<file path="config.mk">
export PLATFORM = sky130hd
export DESIGN_NAME = rrmc_core
export DESIGN_NICKNAME = d
export VERILOG_FILES = /design/src/rrmc_pkg.sv /design/src/rrmc_timer.sv /design/src/rrmc_core.sv
export SDC_FILE = /design/constraint.sdc
export NUM_CORES = 1
export LEC_CHECK = 0
export ABC_AREA = 1
export BUFFER_PORTS_ARGS = -buffer_cell sky130_fd_sc_hd__buf_4
export CAP_MARGIN = 5
export CORE_ASPECT_RATIO = 1.4
export CORE_MARGIN = 2
export CORE_UTILIZATION = 51
export DETAILED_ROUTE_END_ITERATION = 8
export GPL_TIMING_DRIVEN = 0
export PLACE_DENSITY = 0.84
export SETUP_SLACK_MARGIN = 0.15
export SLEW_MARGIN = 10
export SYNTH_ARGS = -nofsm -noshare
export SYNTH_HDL_FRONTEND = slang
export SYNTH_SLANG_ARGS = --single-unit
</file>
<file path="constraint.sdc">
create_clock -name clock -period 1.6 [get_ports clock]
set_input_delay 0.24 -clock clock [delete_from_list [all_inputs] [get_ports clock]]
set_output_delay 0.24 -clock clock [all_outputs]
set_load 0.02 [all_outputs]
</file>
<file path="src/rrmc_pkg.sv">
// constants and types of the radio reset and mode control block
// What this block does
// - while reset is active, ignore every command on the serial interface
// - after any reset the block runs in sensitive mode
// - normal mode disables the supply glitch detector
// - writing one to bit 0 of buffer-and-reset-mode command selects normal mode
// - command code FE00h triggers a software reset
// - software reset acts only in sensitive mode
// - software reset equals power-on reset but lasts about 0.25 ms
// - every reset returns configuration registers to their defaults
// - in sensitive mode a fast rising supply glitch enters reset
// - falling supply resets at 250 mV normal, 1.6 V sensitive
// - supply below about 1.6 V holds reset in sensitive mode
package rrmc_pkg;
  localparam int        CLK_MHZ          = 100;
  localparam int        POR_TIME_US      = 100_000;
  localparam int        SWR_TIME_US      = 250;
  localparam int        POR_CYCLES       = POR_TIME_US * CLK_MHZ;
  localparam int        SWR_CYCLES       = SWR_TIME_US * CLK_MHZ;
  localparam int        CNT_W            = 24;
  localparam logic [15:0] SOFT_RESTART_OPCODE = 16'hFE00;
  localparam logic [7:0]  CFG_CMD_HI       = 8'hCA;
  localparam int        MODE_BIT         = 0;
  localparam logic [7:0]  CFG_RESET_VAL    = 8'h00;

  typedef enum logic [1:0]
  {
    RRMC_RUN   = 2'b00,
    RRMC_HOLD  = 2'b01,
    RRMC_COUNT = 2'b10
  } rrmc_state_t;
endpackage

</file>
<file path="src/rrmc_timer.sv">
// down counter timing the length of a reset event
`timescale 1ns/10ps
module rrmc_timer
  import rrmc_pkg::*;
(
  input  wire logic             clock,
  input  wire logic             rst_n,
  input  wire logic             load,
  input  wire logic [CNT_W-1:0] load_val,
  output logic                  done
);
  logic [CNT_W-1:0] cnt_ff;
  logic [CNT_W-1:0] nxt_cnt;

  always_comb
  begin
    nxt_cnt = cnt_ff;
    if (load)
      nxt_cnt = load_val;
    else if (cnt_ff != '0)
      nxt_cnt = cnt_ff - CNT_W'(1);
  end

  always_ff @(posedge clock or negedge rst_n)
  begin
    if (!rst_n)
      cnt_ff <= '0;
    else
      cnt_ff <= nxt_cnt;
  end

  assign done = (cnt_ff == '0) && !load;
endmodule

</file>
<file path="src/rrmc_core.sv">
// reset sequencing, mode selection and command gating
`timescale 1ns/10ps
module rrmc_core
  import rrmc_pkg::*;
#(
  parameter int POR_LEN = POR_CYCLES,
  parameter int SWR_LEN = SWR_CYCLES
)
(
  input  wire logic        clock,
  input  wire logic        rst_n,
  input  wire logic        below_1v6,
  input  wire logic        below_250mv,
  input  wire logic        ramp_over_thr,
  input  wire logic        cmd_valid,
  input  wire logic [15:0] cmd_word,
  output logic             chip_reset,
  output logic             cmd_accept,
  output logic             sensitive_mode,
  output logic             glitch_det_en,
  output logic [7:0]       cfg_low,
  output logic             cfg_write
);
  ////////////////////////////////////////////////////////////////////////
  rrmc_state_t      state_ff;
  rrmc_state_t      nxt_state;
  logic             normal_ff;
  logic             nxt_normal;
  logic [7:0]       cfg_ff;
  logic [7:0]       nxt_cfg;
  logic             cfgw_ff;
  logic             nxt_cfgw;
  logic             load;
  logic [CNT_W-1:0] load_val;
  logic             done;
  logic             por_cond;
  logic             glitch;
  logic             swr_cmd;
  logic             cfg_cmd;
  logic [CNT_W-1:0] rst_run_ff;
  logic [CNT_W-1:0] nxt_rst_run;
  logic             soft_ff;
  logic             nxt_soft;

  rrmc_timer u_timer
  (
    .clock    (clock),
    .rst_n    (rst_n),
    .load     (load),
    .load_val (load_val),
    .done     (done)
  );

  ////////////////////////////////////////////////////////////////////////
  // falling threshold depends on mode
  // low supply always holds reset in sensitive mode
  assign por_cond = normal_ff ? below_250mv : below_1v6;
  // glitch detector off in normal mode
  assign glitch_det_en = !normal_ff;
  // fast rise glitch only when sensitive
  assign glitch = glitch_det_en && ramp_over_thr;
  assign cmd_accept = (state_ff == RRMC_RUN);
  assign swr_cmd = cmd_valid && cmd_accept && (cmd_word == SOFT_RESTART_OPCODE) && !normal_ff;
  assign cfg_cmd = cmd_valid && cmd_accept && (cmd_word[15:8] == CFG_CMD_HI);

  always_comb
  begin
    nxt_state = state_ff;
    load      = 1'b0;
    load_val  = CNT_W'(POR_LEN);
    unique case (state_ff)
      RRMC_RUN:
      begin
        if (por_cond || glitch)
          nxt_state = RRMC_HOLD;
        else if (swr_cmd)
        begin
          load      = 1'b1;
          load_val  = CNT_W'(SWR_LEN);
          nxt_state = RRMC_COUNT;
        end
      end
      RRMC_HOLD:
      begin
        // held while supply low; timer restarts once it recovers
        load = 1'b1;
        if (!por_cond && !glitch)
          nxt_state = RRMC_COUNT;
      end
      RRMC_COUNT:
      begin
        if (por_cond || glitch)
          nxt_state = RRMC_HOLD;
        else if (done)
          nxt_state = RRMC_RUN;
      end
      default:
        nxt_state = RRMC_HOLD;
    endcase
  end

  ////////////////////////////////////////////////////////////////////////
  always_comb
  begin
    nxt_normal = normal_ff;
    nxt_cfg    = cfg_ff;
    nxt_cfgw   = 1'b0;
    // defaults restored whenever reset is active
    if (state_ff != RRMC_RUN)
    begin
      nxt_normal = 1'b0;
      nxt_cfg    = CFG_RESET_VAL;
    end
    // bit 0 of config selects normal mode
    // gated by cmd_accept, nothing latched in reset
    else if (cfg_cmd)
    begin
      nxt_cfg    = cmd_word[7:0];
      nxt_normal = cmd_word[MODE_BIT];
      nxt_cfgw   = 1'b1;
    end
  end

  always_ff @(posedge clock or negedge rst_n)
  begin
    if (!rst_n)
    begin
      state_ff  <= RRMC_HOLD;
      normal_ff <= 1'b0;
      cfg_ff    <= CFG_RESET_VAL;
      cfgw_ff   <= 1'b0;
    end
    else
    begin
      state_ff  <= nxt_state;
      normal_ff <= nxt_normal;
      cfg_ff    <= nxt_cfg;
      cfgw_ff   <= nxt_cfgw;
    end
  end

  assign chip_reset     = (state_ff != RRMC_RUN);
  assign sensitive_mode = !normal_ff;
  assign cfg_low        = cfg_ff;
  assign cfg_write      = cfgw_ff;

  ////////////////////////////////////////////////////////////////////////
  // length of the running reset, helper for the checks below
  always_comb
  begin
    nxt_rst_run = '0;
    nxt_soft    = soft_ff;
    if (chip_reset && (rst_run_ff != '1))
      nxt_rst_run = rst_run_ff + CNT_W'(1);
    else if (chip_reset)
      nxt_rst_run = rst_run_ff;
    // a supply event during a soft restart turns it into a full one
    if (swr_cmd)
      nxt_soft = 1'b1;
    else if (!chip_reset || (state_ff == RRMC_HOLD))
      nxt_soft = 1'b0;
  end

  always_ff @(posedge clock or negedge rst_n)
  begin
    if (!rst_n)
    begin
      rst_run_ff <= '0;
      soft_ff    <= 1'b0;
    end
    else
    begin
      rst_run_ff <= nxt_rst_run;
      soft_ff    <= nxt_soft;
    end
  end

  ////////////////////////////////////////////////////////////////////////
  // no command taken in reset
  no_cmd_rst_a: assert property (@(posedge clock) disable iff (!rst_n)
    chip_reset |-> !cmd_accept && !swr_cmd && !cfg_cmd)
    else $error("command accepted in reset");
  // no config write follows a reset-time command
  no_cfg_rst_a: assert property (@(posedge clock) disable iff (!rst_n)
    chip_reset |=> !cfg_write) else $error("config written during reset");
  sens_after_a: assert property (@(posedge clock) disable iff (!rst_n)
    $fell(chip_reset) |-> sensitive_mode) else $error("not sensitive after reset");
  det_off_a: assert property (@(posedge clock) disable iff (!rst_n)
    !sensitive_mode |-> !glitch_det_en) else $error("glitch detector on in normal");
  mode_set_a: assert property (@(posedge clock) disable iff (!rst_n)
    cfg_cmd && cmd_word[MODE_BIT] |=> !sensitive_mode) else $error("normal mode not set");
  // soft restart ignored in normal mode
  swr_norm_a: assert property (@(posedge clock) disable iff (!rst_n)
    cmd_valid && cmd_accept && normal_ff && (cmd_word == SOFT_RESTART_OPCODE)
    && !por_cond |=> !chip_reset) else $error("soft restart in normal mode");
  swr_go_a: assert property (@(posedge clock) disable iff (!rst_n)
    swr_cmd |=> chip_reset) else $error("soft restart ignored");
  low_hold_a: assert property (@(posedge clock) disable iff (!rst_n)
    below_1v6 && sensitive_mode |=> chip_reset) else $error("reset released at low supply");
  glitch_rst_a: assert property (@(posedge clock) disable iff (!rst_n)
    ramp_over_thr && sensitive_mode |=> chip_reset) else $error("glitch missed");
  cfg_clr_a: assert property (@(posedge clock) disable iff (!rst_n)
    chip_reset |=> cfg_low == CFG_RESET_VAL) else $error("config not cleared");
  thr_norm_a: assert property (@(posedge clock) disable iff (!rst_n)
    below_250mv && !sensitive_mode |=> chip_reset) else $error("normal mode drop missed");
  norm_keep_a: assert property (@(posedge clock) disable iff (!rst_n)
    !chip_reset && !sensitive_mode && !below_250mv |=> !chip_reset)
    else $error("reset in normal mode without drop");
  soft_len_a: assert property (@(posedge clock) disable iff (!rst_n)
    $fell(chip_reset) && soft_ff |-> rst_run_ff == CNT_W'(SWR_LEN + 1))
    else $error("soft restart length wrong");
  rst_len_a: assert property (@(posedge clock) disable iff (!rst_n)
    $fell(chip_reset) |-> rst_run_ff > CNT_W'(SWR_LEN)) else $error("reset too short");

  swr_c:    cover property (@(posedge clock) disable iff (!rst_n) swr_cmd);
  normal_c: cover property (@(posedge clock) disable iff (!rst_n) $fell(sensitive_mode));
  glitch_c: cover property (@(posedge clock) disable iff (!rst_n) glitch && cmd_accept);
  soft_c:   cover property (@(posedge clock) disable iff (!rst_n)
    $fell(chip_reset) && soft_ff);
  drop_c:   cover property (@(posedge clock) disable iff (!rst_n)
    below_250mv && !sensitive_mode);
endmodule

</file>
After elaboration in Yosys (flattened, before gate mapping)
Cells that the tools add are included.

cells by class
  reductions and logical operators = 19
  multiplexer cells = 21
  equality and inequality tests = 7
  add/sub/neg operators = 1

operator list
  operator                                                                 count
  24-bit 2-to-1 mux                                                        5
  24-bit logical NOT                                                       1
  24-bit nonzero test                                                      1
  24-bit by 1-bit subtractor with 24-bit output, second input constant     1
  16-bit == test, second input constant                                    1
  8-bit 2-to-1 mux                                                         2
  2-bit 2-to-1 mux                                                         5
  8-bit == test, second input constant                                     1
  1-bit logical AND                                                        7
  1-bit 2-to-1 mux                                                         7
  2-bit one-hot mux with 3 select lines                                    1
  2-bit nonzero test                                                       3
  1-bit logical NOT                                                        4
  3-bit by 1-bit inequality test with 1-bit output, second input constant  1
  3-bit inequality test, second input constant                             1
  3-bit AND reduction                                                      1
  2-bit by 1-bit == test with 1-bit output, second input constant          1
  2-bit == test, second input constant                                     1
  2-bit logical NOT                                                        1
  2-bit inequality test, second input constant                             1
  1-bit one-hot mux with 2 select lines                                    1
  1-bit logical OR                                                         1

word-level totals
  register bits = 36
  output and inout bits = 13
  bits of input ports = 22

Logic depth before layout (Yosys ltp)
  depth in word-level cells = 12
  mapped depth = 10

Hierarchy
Synthesis repeated with hierarchy kept, for this count alone.

second synthesis, totals
  cell total of the unflattened synthesis = 353
  area total of the unflattened synthesis = 2468.6 sq um

modules (own cells, without submodules)
  module      seq. area each (sq um)  times used  cells each  area each (sq um)
  rrmc_timer  600.6                   1           266         1788.0
  rrmc_core   276.5                   1           87          680.7

Least setup slack after synthesis
No wires, ideal clock.

  kind = register to register
  from = reg u_timer.cnt_ff[0]
  to = reg u_timer.cnt_ff[15]
  stages on the path, launching flop included = 10
  setup slack = 0.022 ns
  buffers on the path = 0
  clock period less this slack = 1.578 ns
  arrival = 1.460 ns
  data required time = 1.482 ns
  library setup time = 0.118 ns
  path through = dfrtp_1 inv_1 ha_1 nand2_2 nor2_4 nand2_2 nor2_8 nand3_4 inv_2 nor2_1

on the way
  word-level cells in the longest chain between the ends = 3
  elaborated cells on any way between the ends = 5

RTL lines
  what                                           line              text
  start: declaration                             rrmc_timer.sv:12  logic [CNT_W-1:0] cnt_ff;
  start signal: assignment                       rrmc_timer.sv:29  cnt_ff <= nxt_cnt;
  24-bit by 1-bit subtractor with 24-bit output  rrmc_timer.sv:21  nxt_cnt = cnt_ff - CNT_W'(1);
  24-bit 2-to-1 mux                              rrmc_timer.sv:20  else if (cnt_ff != '0)
  24-bit 2-to-1 mux                              rrmc_timer.sv:18  if (load)

Several ways; a longest one is shown, not always the timed one. The select of a mux whose other input is x is not followed.
A chain may end at the register's enable or synchronous reset.

Final worst setup path
  from = reg u_timer.cnt_ff[11]
  to = reg u_timer.cnt_ff[13]

Same word-level chain as after synthesis.

==> results by stage <==
Yosys:
- The number of library cell types mapped by synthesis is 28.
- The net count of the mapped netlist is 359.
- Summing the areas of all fa, ha and maj instances in the mapped netlist gives 0.548% of the synthesized area.
- Averaged over all synthesized cells, the footprint is 6.80 um^2.
- Sequential cells were found to cover 38.4% of the synthesized design area.
- By area, the combinational part of the netlist is dominated by simple AND/OR/NAND/NOR gates.
- Summing every instance area after synthesis gives 2280 um^2.
- The area share of xor/xnor cells in the synthesized design is 3.83%.
- The synthesized netlist devotes 4.60% of its cell area to compound gates.
- The post-synthesis instance total is 336.
- After Yosys synthesis, and, or, nand and nor cells account for 44.2% of the synthesized area.
- The multiplexer share of the synthesized area is 0%.
- The largest total area in the synthesized netlist belongs to sky130_fd_sc_hd__dfrtp_1.
- The flop and latch count out of synthesis is 35.
- The number of warnings issued by yosys is 0.
- By area the synthesized netlist is led by sky130_fd_sc_hd__dfrtp_1 37%, sky130_fd_sc_hd__nand2_1 16%, sky130_fd_sc_hd__nor2_1 11%.
- The top-area cell type share of the netlist area is 37.2%.

Clock network:
- The TritonCTS buffer count is 5.
- The clock net sink count is 35.
- TritonCTS built the clock tree.
- The post-CTS clock slew at the launch and capture registers of the worst setup and hold paths is 70 ps.
- The H-tree depth is 2.
- The tree is rooted in a sky130_fd_sc_hd__clkbuf_8.
- The clock passes through at most 2 buffers.
- The later pin in the worst-skew pair is clocked with a latency of 300 ps.

Critical path:
- The reg2reg setup slack is -160 ps.
- STA classifies the critical path endpoint as a register.
- The worst setup path is launched from a register.
- By startpoint and endpoint, the worst setup path is classified as reg -> reg.
- Data on the critical path is required at its endpoint by 1830 ps.
- The biggest fanout along the worst timing path is 4.
- The signal on the critical path passes through nor2_1, nand2_1, nor2_2, nand2_1, nand2_1, nand2_1, o21ai_0, nand2_1, inv_1.
- The most frequent cell on the critical path is sky130_fd_sc_hd__nand2_1.
- In this design, the stage delay of the slowest critical-path cell is 420 ps.
- The cell type of the slowest stage on the worst timing path is sky130_fd_sc_hd__dfrtp_1.
- The worst path arrival time is 2000 ps.

Timing:
- Setup repair after global routing could not meet its margin everywhere.
- The slew at the pin with the worst max-slew slack is 556 ps.
- Setup violations remaining at the end of the flow were counted as 20.
- The final critical delay including setup and external delays is 1760 ps.
- The maximum frequency from static timing analysis is 567 MHz.
- Measured against its own limit, the worst slew margin works out to 62.4%.
- The hold violation count in the final report is 0.
- After layout, the worst setup slack is -165 ps.
- Dividing the final minimum period by the clock period gives 110%.
- The total count of max-transition violations in the final report is 0.
- Across the routed clock network, the largest skew measured is 19.0 ps.
- The final-layout setup total negative slack is -1260 ps.

Cells and area:
- The number of nets in the finished design is 437.
- The number of antenna diodes is 0.
- The library cell used most frequently in the layout, excluding fill and tap cells, is sky130_fd_sc_hd__nand2_1.
- The share of final-layout standard cells stronger than drive strength 1 is 38.1%.
- After routing the design area is 3360 um^2.
- The layout overhead on the synthesized area is 47.2%.
- Summing all multi-input logic gate instances after layout gives 1520 um^2.
- The number of fillers in the final layout is 267.
- In the layout the commonest cells are 82 x sky130_fd_sc_hd__nand2_1, 56 x sky130_fd_sc_hd__buf_4, 49 x sky130_fd_sc_hd__nor2_1.
- Summing all flip-flop and latch instances after layout gives 883 um^2.

Floorplan:
- The count of standard-cell rows is 28.
- The die extent in x is 60.6 um.
- The floorplan step set the die height to 83.2 um.
- The full die area is 5040 um^2.
- The number of top-level pins is 35.
- The starting density of the core is 53.5%.
- The standard cell core area is 4270 um^2.

Power:
- The maximum resistive drop on vdd is 0.575 mV.
- The power density over the cells is 790 nW/um^2.
- The standby leakage power is 1.71 nW.

Drt:
- Using the TritonRoute via totals, the vias-per-cell ratio works out to 5.76.
- Detailed routing inserted a total of 2737 vias.
- The number of iterations in the first detailed-routing pass is 5.
- The number of violations reported at the end of detailed-routing iteration 0 is 217.
- After detailed routing, the number of remaining DRC violations is 0.
- The total detailed-routing wirelength is 8.15 mm.
- The count of nets left with antenna violations once routing finished came out at 0.
- After detailed routing, the average wire length per cell comes to 17.2 um.

Worst hold path:
- The path category of the worst min-delay check is in -> reg.

GRT:
- The global-route wire length before repair is 10.7 mm.
- Global routing consumed, over all layers together, 28.0% of the routing resources.
- The total congestion overflow after global routing is 0.
- The initial antenna violation count is 0.
- The number of global-route vias before repair is 2470.
- Entering global routing, the biggest net connects 36 pins.

Place:
- Detailed placement finished with a half-perimeter wire length of 4.11 mm.
- The count of buffers inserted at the top-level ports is 34.
- The cell area after placement is 2640 um^2.
- The final weighted congestion of routability-driven global placement is 0.886.
- The worst slack after detailed placement is -104 ps.

Run status:
- The run finished, with violations left.
- The final reports fail on negative setup slack.

Run:
- Max-cap violations in this run came to 0.
[synthesized netlist by cell type]
library cell,instances
sky130_fd_sc_hd__nand2_1,98
sky130_fd_sc_hd__nor2_1,67
sky130_fd_sc_hd__inv_1,42
sky130_fd_sc_hd__dfrtp_1,34
sky130_fd_sc_hd__nand3_1,23
sky130_fd_sc_hd__nand4_1,10
sky130_fd_sc_hd__o21ai_0,10
sky130_fd_sc_hd__nor2_2,6
sky130_fd_sc_hd__xor2_1,6
sky130_fd_sc_hd__nor3_1,5
sky130_fd_sc_hd__a21oi_1,4
sky130_fd_sc_hd__nand3b_1,4
sky130_fd_sc_hd__xnor2_1,4
sky130_fd_sc_hd__buf_4,3
sky130_fd_sc_hd__inv_2,3
sky130_fd_sc_hd__nor2_4,3
sky130_fd_sc_hd__nand2_2,2
sky130_fd_sc_hd__nand3_4,2
sky130_fd_sc_hd__a21oi_2,1
sky130_fd_sc_hd__dfstp_2,1
sky130_fd_sc_hd__ha_1,1
sky130_fd_sc_hd__nand2_4,1
sky130_fd_sc_hd__nor2_8,1
sky130_fd_sc_hd__nor4b_1,1
sky130_fd_sc_hd__o211ai_1,1
sky130_fd_sc_hd__o21ai_1,1
sky130_fd_sc_hd__o21bai_1,1
sky130_fd_sc_hd__o22ai_1,1
[cell families (layout without fill, tap and decap cells)]
family | Yosys count | count (layout)
buf+inv | 48 | 125
fa+ha+maj | 1 | 1
simple gates | 223 | 225
xor+xnor | 10 | 10
compound gates | 19 | 19
flops | 35 | 35
[critical path: cells and delay by family (launching register included)]
| family | cells | cell delay, ps |
|---|---|---|
| DFF | 1 | 420 |
| and+or+nand+nor | 7 | 970 |
| AOI/OAI and AO/OA | 1 | 240 |
| buffers and inverters | 1 | 70 |
[worst paths after layout]
path / cells after the start / endpoint / start
worst max-delay path: 9 / u_timer.cnt_ff[13] / u_timer.cnt_ff[11]
worst min-delay path: 3 / cfg_low[4] / cmd_word[4]
worst max register to register: 9 / u_timer.cnt_ff[13] / u_timer.cnt_ff[11]
worst min register to register: 2 / cfg_low[6] / cfg_low[6]
max in group asynchronous: 2 / state_ff[0] / rst_n
min in group asynchronous: 2 / u_timer.cnt_ff[14] / rst_n
[per-layer routing]
metal,global-route usage (%),share of wire [%]
met5,0,0
met4,19.2,8.4
met3,5.45,7.9
met2,46.0,52
met1,30.9,32
[cell type report]
| class | count | share of cell area [%] |
|---|---|---|
| flip-flops and latches | 35 | 26.3 |
| repair buffers | 69 | 17.2 |
| clock inverters | 1 | 0.149 |
| well taps | 60 | 2.23 |
| clock buffers | 7 | 2.57 |
| inverters | 45 | 5.47 |
| multi-input cells | 255 | 45.2 |
| plain buffers | 3 | 0.893 |
[per-stage QoR]
step	hold WS (ps)	total power, W	instances	utilization [%]
floorplan	-55.6	0.00144	336	-
CTS	240	0.00235	457	69.5
global route	249	0.00276	475	78.7
finish	228	0.00266	475	78.7
detailed placement	225	0.00161	430	61.7
global placement	219	0.00160	430	61.7
[power breakdown]
part	internal [W]	leakage, nW	total (W)	switching [W]
clock network	0.000347	0.0482	0.000677	0.000329
logic	0.000395	1.22	0.000923	0.000528
registers	0.000949	0.437	0.00106	0.000109
total	0.00169	1.71	0.00266	0.000966
[sequential cells by signal, summed over array words and instances, names as in the netlist]
name / count
u_timer.cnt_ff: 24
state_ff: 2
cfg_low: 8
cfg_write: 1
[what timing repair did]
action,CTS,global route
endpoints found under the setup margin,32,32
resized for setup,25,81
cloned,2,0
setup buffers,16,18
hold buffers,1,0
hold endpoints to repair,34,0
pin swaps,8,14
Note: power is estimated with default switching activity, not from simulation.
